[config.mk]
export PLATFORM = sky130hd
export DESIGN_NAME = watchdog_timer_reset_monitor
export DESIGN_NICKNAME = d
export VERILOG_FILES = /design/src/watchdog_pkg.sv /design/src/watchdog_timer_reset_monitor.sv
export SDC_FILE = /design/constraint.sdc
export NUM_CORES = 1
export LEC_CHECK = 0
export ABC_AREA = 1
export BUFFER_PORTS_ARGS = -buffer_cell sky130_fd_sc_hd__buf_2
export CORE_UTILIZATION = 54
export DETAILED_ROUTE_END_ITERATION = 7
export GPL_ROUTABILITY_DRIVEN = 1
export PLACE_DENSITY = 0.9
export SYNTH_ARGS = -nofsm -noshare
export SYNTH_HDL_FRONTEND = slang
export SYNTH_SLANG_ARGS = --single-unit
[constraint.sdc]
create_clock -name ref_clk -period 3.05 [get_ports ref_clk]
set_clock_uncertainty 0.1 [all_clocks]
set_input_delay 0.4575 -clock ref_clk [delete_from_list [all_inputs] [get_ports ref_clk]]
set_output_delay 0.4575 -clock ref_clk [all_outputs]
set_load 0.01 [all_outputs]
[src/watchdog_pkg.sv]
package watchdog_pkg;
   // ---------------------------------------------------------------
   // register map
   // ---------------------------------------------------------------
   localparam logic [3:0]  OFF_WATCHDOG_CONTROL = 4'h0;
   localparam logic [3:0]  OFF_WATCHDOG_COUNT   = 4'h4;
   localparam int          ADDR_W               = 4;
   localparam logic [7:0]  CONTROL_RESET        = 8'h00;
   localparam logic [13:0] COUNT_RESET          = 14'h0000;
   localparam logic [7:0]  PRESCALE_RESET       = 8'h00;
   localparam logic [1:0]  RESP_OKAY            = 2'h0;
   localparam logic [1:0]  RESP_SLVERR          = 2'h2;

   // ---------------------------------------------------------------
   // control field positions
   // ---------------------------------------------------------------
   localparam int RUN_ENABLE_BIT    = 7;
   localparam int CLEAR_REQUEST_BIT = 6;
   localparam int IDLE_RUN_BIT      = 5;
   localparam int PRESCALE_LSB      = 0;

   // ---------------------------------------------------------------
   // timing
   // ---------------------------------------------------------------
   localparam int          CLK_PERIOD_NS   = 10;
   localparam int          MACHINE_DIV     = 12;
   localparam int          HOLD_MACHINES   = 2;
   localparam int          RESET_HOLD_NS   = HOLD_MACHINES * MACHINE_DIV * CLK_PERIOD_NS;
   localparam int          RESET_HOLD_CYC  = (RESET_HOLD_NS + CLK_PERIOD_NS - 1) / CLK_PERIOD_NS;
   localparam logic [3:0]  MACHINE_LAST    = 4'(MACHINE_DIV - 1);
   localparam logic [4:0]  HOLD_LAST       = 5'(RESET_HOLD_CYC - 1);
   localparam logic [13:0] TIMER_MAX       = 14'h3FFF;

   typedef struct packed {
      logic       runEnable;
      logic       clearRequest;
      logic       idleRunAllow;
      logic [1:0] spare;
      logic [2:0] prescaleSelect;
   } watchdog_control_s;

   typedef enum logic [1:0] {
      ST_RUN  = 2'b01,
      ST_FIRE = 2'b10
   } wd_state_e;
endpackage : watchdog_pkg

[src/watchdog_timer_reset_monitor.sv]
`timescale 1ns/1ns
module watchdog_timer_reset_monitor
#(
   parameter int TIMER_W = 14
)
(
   input  wire logic                        ref_clk,
   input  wire logic                        sys_rst,
   input  wire logic                        idleMode,
   input  wire logic [watchdog_pkg::ADDR_W-1:0] s_axi_awaddr,
   input  wire logic                        s_axi_awvalid,
   output logic                             s_axi_awready,
   input  wire logic [31:0]                 s_axi_wdata,
   input  wire logic [3:0]                  s_axi_wstrb,
   input  wire logic                        s_axi_wvalid,
   output logic                             s_axi_wready,
   output logic [1:0]                       s_axi_bresp,
   output logic                             s_axi_bvalid,
   input  wire logic                        s_axi_bready,
   input  wire logic [watchdog_pkg::ADDR_W-1:0] s_axi_araddr,
   input  wire logic                        s_axi_arvalid,
   output logic                             s_axi_arready,
   output logic [31:0]                      s_axi_rdata,
   output logic [1:0]                       s_axi_rresp,
   output logic                             s_axi_rvalid,
   input  wire logic                        s_axi_rready,
   output logic                             resetRequest
);
   import watchdog_pkg::*;

   // ---------------------------------------------------------------
   // prescaler decode
   // ---------------------------------------------------------------
   function automatic logic [7:0] prescaleLast(input logic [2:0] sel);
      logic [7:0] r;
      r = 8'h01;
      case (sel)
         3'h0:    r = 8'h01;
         3'h2:    r = 8'h03;
         3'h1:    r = 8'h07;
         3'h3:    r = 8'h0F;
         3'h4:    r = 8'h1F;
         3'h5:    r = 8'h3F;
         3'h6:    r = 8'h7F;
         3'h7:    r = 8'hFF;
         default: r = 8'h01;
      endcase
      return r;
   endfunction : prescaleLast

   // ---------------------------------------------------------------
   // state
   // ---------------------------------------------------------------
   watchdog_control_s ctrl_reg;
   wd_state_e         state_reg;
   logic [3:0]        machine_reg;
   logic [7:0]        prescale_reg;
   logic [TIMER_W-1:0] timer_reg;
   logic [4:0]        hold_reg;
   logic              awHeld_reg;
   logic              wHeld_reg;
   logic [ADDR_W-1:0] awAddr_reg;
   logic [31:0]       wData_reg;
   logic [3:0]        wStrb_reg;

   wire machineTick = (machine_reg == MACHINE_LAST);
   wire running     = ctrl_reg.runEnable && (!idleMode || ctrl_reg.idleRunAllow)
                      && (state_reg == ST_RUN);
   wire [7:0] preLast = prescaleLast(ctrl_reg.prescaleSelect);
   wire preTick     = running && machineTick && (prescale_reg >= preLast);
   wire timeout     = preTick && (timer_reg == TIMER_W'(TIMER_MAX));
   wire clearNow    = ctrl_reg.clearRequest && machineTick;
   wire firing      = (state_reg == ST_FIRE);
   wire holdDone    = (hold_reg == HOLD_LAST);

   wire awTake  = s_axi_awvalid && s_axi_awready;
   wire wTake   = s_axi_wvalid && s_axi_wready;
   wire arTake  = s_axi_arvalid && s_axi_arready;
   wire doWrite = awHeld_reg && wHeld_reg && !s_axi_bvalid;
   wire wrCtrl  = doWrite && (awAddr_reg == OFF_WATCHDOG_CONTROL) && wStrb_reg[0];
   wire wrMapped = (awAddr_reg == OFF_WATCHDOG_CONTROL) || (awAddr_reg == OFF_WATCHDOG_COUNT);
   wire rdCtrl  = (s_axi_araddr == OFF_WATCHDOG_CONTROL);
   wire rdCount = (s_axi_araddr == OFF_WATCHDOG_COUNT);
   wire [31:0] rdData = rdCtrl  ? {24'h000000, ctrl_reg & 8'hE7} :
                        rdCount ? {{(32 - TIMER_W){1'b0}}, timer_reg} : 32'h00000000;

   // ---------------------------------------------------------------
   // control register
   // ---------------------------------------------------------------
   watchdog_control_s ctrl_next;
   always_comb
   begin
      ctrl_next = ctrl_reg;
      if (clearNow)
         ctrl_next.clearRequest = 1'b0;
      if (wrCtrl)
      begin
         ctrl_next.runEnable      = wData_reg[RUN_ENABLE_BIT];
         ctrl_next.idleRunAllow   = wData_reg[IDLE_RUN_BIT];
         ctrl_next.prescaleSelect = wData_reg[PRESCALE_LSB +: 3];
         if (wData_reg[CLEAR_REQUEST_BIT])
            ctrl_next.clearRequest = 1'b1;
      end
      ctrl_next.spare = 2'b00;
      if (firing)
         ctrl_next = CONTROL_RESET;
   end

   always_ff @(posedge ref_clk or posedge sys_rst)
   begin
      if (sys_rst)
         ctrl_reg <= CONTROL_RESET;
      else
         ctrl_reg <= ctrl_next;
   end

   // ---------------------------------------------------------------
   // divider chain
   // ---------------------------------------------------------------
   wire [3:0]  machineNext  = machineTick ? 4'h0 : machine_reg + 4'h1;
   wire [7:0]  prescaleNext = (clearNow || firing) ? PRESCALE_RESET :
                              preTick ? PRESCALE_RESET :
                              (running && machineTick) ? prescale_reg + 8'h01 :
                              prescale_reg;
   wire [TIMER_W-1:0] timerNext = (clearNow || firing) ? TIMER_W'(COUNT_RESET) :
                              preTick ? timer_reg + TIMER_W'(1) :
                              timer_reg;

   always_ff @(posedge ref_clk or posedge sys_rst)
   begin
      if (sys_rst)
      begin
         machine_reg  <= 4'h0;
         prescale_reg <= PRESCALE_RESET;
         timer_reg    <= TIMER_W'(COUNT_RESET);
      end
      else
      begin
         machine_reg  <= machineNext;
         prescale_reg <= prescaleNext;
         timer_reg    <= timerNext;
      end
   end

   // ---------------------------------------------------------------
   // reset request
   // ---------------------------------------------------------------
   wd_state_e state_next;
   always_comb
   begin
      case (state_reg)
         ST_RUN:  state_next = timeout ? ST_FIRE : ST_RUN;
         ST_FIRE: state_next = holdDone ? ST_RUN : ST_FIRE;
         default: state_next = ST_RUN;
      endcase
   end

   wire [4:0] holdNext = firing ? hold_reg + 5'h01 : 5'h00;

   always_ff @(posedge ref_clk or posedge sys_rst)
   begin
      if (sys_rst)
      begin
         state_reg    <= ST_RUN;
         hold_reg     <= 5'h00;
         resetRequest <= 1'b0;
      end
      else
      begin
         state_reg    <= state_next;
         hold_reg     <= holdNext;
         resetRequest <= (state_next == ST_FIRE);
      end
   end

   // ---------------------------------------------------------------
   // axi4-lite write
   // ---------------------------------------------------------------
   always_ff @(posedge ref_clk or posedge sys_rst)
   begin
      if (sys_rst)
      begin
         s_axi_awready <= 1'b0;
         s_axi_wready  <= 1'b0;
         s_axi_bvalid  <= 1'b0;
         s_axi_bresp   <= RESP_OKAY;
         awHeld_reg    <= 1'b0;
         wHeld_reg     <= 1'b0;
         awAddr_reg    <= '0;
         wData_reg     <= 32'h00000000;
         wStrb_reg     <= 4'h0;
      end
      else
      begin
         s_axi_awready <= s_axi_awvalid && !awHeld_reg && !s_axi_awready && !s_axi_bvalid;
         s_axi_wready  <= s_axi_wvalid && !wHeld_reg && !s_axi_wready && !s_axi_bvalid;
         if (awTake)
         begin
            awHeld_reg <= 1'b1;
            awAddr_reg <= s_axi_awaddr;
         end
         if (wTake)
         begin
            wHeld_reg <= 1'b1;
            wData_reg <= s_axi_wdata;
            wStrb_reg <= s_axi_wstrb;
         end
         if (doWrite)
         begin
            s_axi_bvalid <= 1'b1;
            s_axi_bresp  <= wrMapped ? RESP_OKAY : RESP_SLVERR;
            awHeld_reg   <= 1'b0;
            wHeld_reg    <= 1'b0;
         end
         else if (s_axi_bvalid && s_axi_bready)
            s_axi_bvalid <= 1'b0;
      end
   end

   // ---------------------------------------------------------------
   // axi4-lite read
   // ---------------------------------------------------------------
   always_ff @(posedge ref_clk or posedge sys_rst)
   begin
      if (sys_rst)
      begin
         s_axi_arready <= 1'b0;
         s_axi_rvalid  <= 1'b0;
         s_axi_rdata   <= 32'h00000000;
         s_axi_rresp   <= RESP_OKAY;
      end
      else
      begin
         s_axi_arready <= s_axi_arvalid && !s_axi_arready && !s_axi_rvalid;
         if (arTake)
         begin
            s_axi_rvalid <= 1'b1;
            s_axi_rdata  <= rdData;
            s_axi_rresp  <= (rdCtrl || rdCount) ? RESP_OKAY : RESP_SLVERR;
         end
         else if (s_axi_rvalid && s_axi_rready)
            s_axi_rvalid <= 1'b0;
      end
   end
endmodule : watchdog_timer_reset_monitor

==> run_results.csv <==
group,metric,value,unit
pwr,p_per_area,592,nW/µm²
final_layout,final_nets,583,
logic_synthesis,synth_edf_count,0,
clock_network,clkTransAtPathRegs,80,ps
logic_synthesis,synthArstFlopShare,1.00,
route,drc,0,
worst_setup_path,critPathKind,"flop to flop",
clock_network,clock_latency,350,ps
clock_network,h-tree-depth,3,
route,ant_nets,0,
worst_setup_path,crit_top_cell,"nand2_1",
route,drt_pass1_iterations,4,
outcome,outcome,"finished, final reports clean",
worst_setup_path,cpPeakStageDelay,540,ps
route,wl_per_cell,13.2,µm
worst_setup_path,crit_fanout,21,
logic_synthesis,ys_ff_latch,74,
logic_synthesis,synthFlopType,"dfrtp_1",
timing,fin_crit,2320,ps
global_routing,grt_pass1_wl,14.2,mm
global_routing,grt_max_degree,43,
flow_run,cap_violations,0,
logic_synthesis,synth_area_leaders,"dfrtp_1 47%, nand2_1 13%, nand3_1 4.7%",
timing,fmax,0.431,GHz
timing,slew_violations,0,
final_layout,final_common_cell,"nand2_1",
route,via_per_inst,5.24,
worst_setup_path,critical_path.startpoint_type,"flop",
global_routing,grt_usage,0.243,
logic_synthesis,yosysWarnings,0,
timing,tns,0,ps
floorplan,die_h,86.6,µm
clock_network,cts_resized,0,
pwr,pwr-share-clk,0.340,
route,totalWireLength,8.15,mm
logic_synthesis,synth_area,3870,µm²
floorplan,die_w,86.6,µm
floorplan,ios,94,
placement,portBuffers,44,
final_layout,area_delta_synth_final,11.3,%
final_layout,drive_gt1_frac,0.163,
worst_setup_path,path_cells,"inv_1 > ha_1 > inv_2 > o21ai_2 > inv_2 > nand2_2 > nand2_1 > nand2_1 > nand2_1 > nor2_1",
worst_setup_path,required,3180,ps
timing,worst_slew_pin_slew,706,ps
pwr,internal_power,1.80,mW
worst_setup_path,worstSetupEndpointType,"flop",
route,vias,3241,
logic_synthesis,seq_area_frac_synth,0.479,
route,drtIter0Drc,226,
pwr,p_sw_frac,0.292,
timing,setup_viol,0,
clock_network,cts_max_path_buffers,2,
floorplan,die_area,7500,µm²
pwr,p_sw,744,µW
clock_network,clockRootBuffer,"clkbuf_8",
placement,hpwl,5.83,mm
hold_path,hp-class,"input port to asynchronous set/reset pin",
final_layout,layout_common_cells,"133 x nand2_1, 73 x dfrtp_1, 47 x nor2_1, 44 x buf_2, 40 x inv_1",
worst_setup_path,reg2reg_setup_slack,730,ps
logic_synthesis,synth_top_cell_by_area,"dfrtp_1",
clock_network,post_cts_buffers,0,
floorplan,rows,30,
global_routing,grt_pass1_vias,3238,
placement,place.gp.congestion,0.917,
timing,relSlewSlack,0.529,
worst_setup_path,critPathSlowestCell,"dfstp_2",
pwr,combinationalPowerShare,0.165,
logic_synthesis,syn-instance-count,474,
worst_setup_path,cp.arrival,2450,ps
timing,rsz0062_at_grt,"no",
global_routing,grt-ovfl-total,0,
clock_network,cts_tree,"built",
floorplan,start_util,0.563,
final_layout,final_core_util,0.626,
pwr,p_leak,2.28,nW
final_layout,diodes,0,
logic_synthesis,synth.distinct_cells,37,
pwr,p_seq_frac,0.494,
clock_network,cts_buffers,9,
floorplan,core,6870,µm²
timing,hold_violations,0,
clock_network,cts_sinks,74,
clock_network,cts_hold_buf,0,
timing,min_period_over_period,0.761,
logic_synthesis,yosysTopAreaCellShare,0.472,
logic_synthesis,avgSynthCellArea,8.16,µm²
pwr,ir_drop,406,µV
global_routing,antenna_found_initial,0,
cells by family (layout without fill, tap and decap cells):
kind of cell             after synthesis  after routing  synth area share
other                                  1             20          0.000970
AND/OR/NAND/NOR                      243            243             0.269
multiplexers                           1              1           0.00291
buffers and inverters                 80            110             0.106
XOR/XNOR                              11             11            0.0249
adder cells (fa/ha/maj)               13             13            0.0421
flip-flops                            74             74             0.479
AO/OA/AOI/OAI                         51             51            0.0754
power groups by stage:
stage | Clock (mW) | Sequential [mW] | Combinational, mW
after floorplan | 0 | 1.25 | 0.309
after global placement | 0 | 1.26 | 0.399
after detailed placement | 0 | 1.27 | 0.420
after CTS | 0.879 | 1.26 | 0.426
after global routing | 0.911 | 1.28 | 0.494
final | 0.866 | 1.26 | 0.421
per-stage QoR:
stage / hold slack, ps / worst slack, ps / total power [mW] / instance area (µm²) / instances
2_1_floorplan: 323 / 613 / 1.56 / 3940 / 493
3_3_place_gp: 328 / 852 / 1.66 / 4070 / 603
3_5_place_dp: 333 / 739 / 1.69 / 4070 / 603
4_1_cts: 125 / 723 / 2.56 / 4300 / 619
5_1_grt: 158 / 551 / 2.69 / 4300 / 619
6_report: 111 / 728 / 2.55 / 4300 / 619
per-layer routing:
layer / up-vias / GRT usage / wire, µm
li1: 1570 / - / -
met1: 1539 / 0.287 / 3420
met2: 113 / 0.431 / 4100
met3: 19 / 0.0457 / 439
met4: 0 / 0.109 / 188
met5: - / 0 / 0
synth_stat cells, types with 6 or more instances:
master,number
inv_1,41
nor2_1,47
a21oi_1,9
nand4_1,7
dfrtp_1,73
nand2_1,133
o21ai_0,19
xor2_1,10
buf_4,21
nand2_2,6
nand3_1,36
o21ai_1,6
inv_2,7
ha_1,13
cell type report:
| class | instances | area (µm²) |
|---|---|---|
| fillers | 571 | 2570 |
| repair buffers | 45 | 240 |
| well taps | 96 | 120 |
| flip-flops and latches | 74 | 1850 |
| clock inverters | 4 | 73.8 |
| inverters | 49 | 184 |
| multi-input cells | 339 | 1680 |
| clock buffers | 12 | 155 |
final timing paths:
check / startpoint / cells after the start / end
worst max-delay path: state_reg[0]$_DFF_PP1_ / 10 / prescale_reg[4]$_DFFE_PP0P_
worst min-delay path: sys_rst / 2 / wStrb_reg[0]$_DFFE_PP0P_
worst max register to register: state_reg[0]$_DFF_PP1_ / 10 / prescale_reg[4]$_DFFE_PP0P_
worst min register to register: s_axi_arready$_DFF_PP0_ / 1 / s_axi_arready$_DFF_PP0_
max in group asynchronous: sys_rst / 3 / timer_reg[2]$_DFFE_PP0P_
min in group ref_clk: s_axi_bready / 2 / s_axi_bvalid$_DFFE_PP0P_
worst max-delay path: cells and delay by family (launching register included):
family,cells,cell delay [ps]
buf+inv,3,550
flops,1,540
simple gates,5,520
fa+ha+maj,1,300
compound gates,1,190
(Power assumes the default switching activity.)
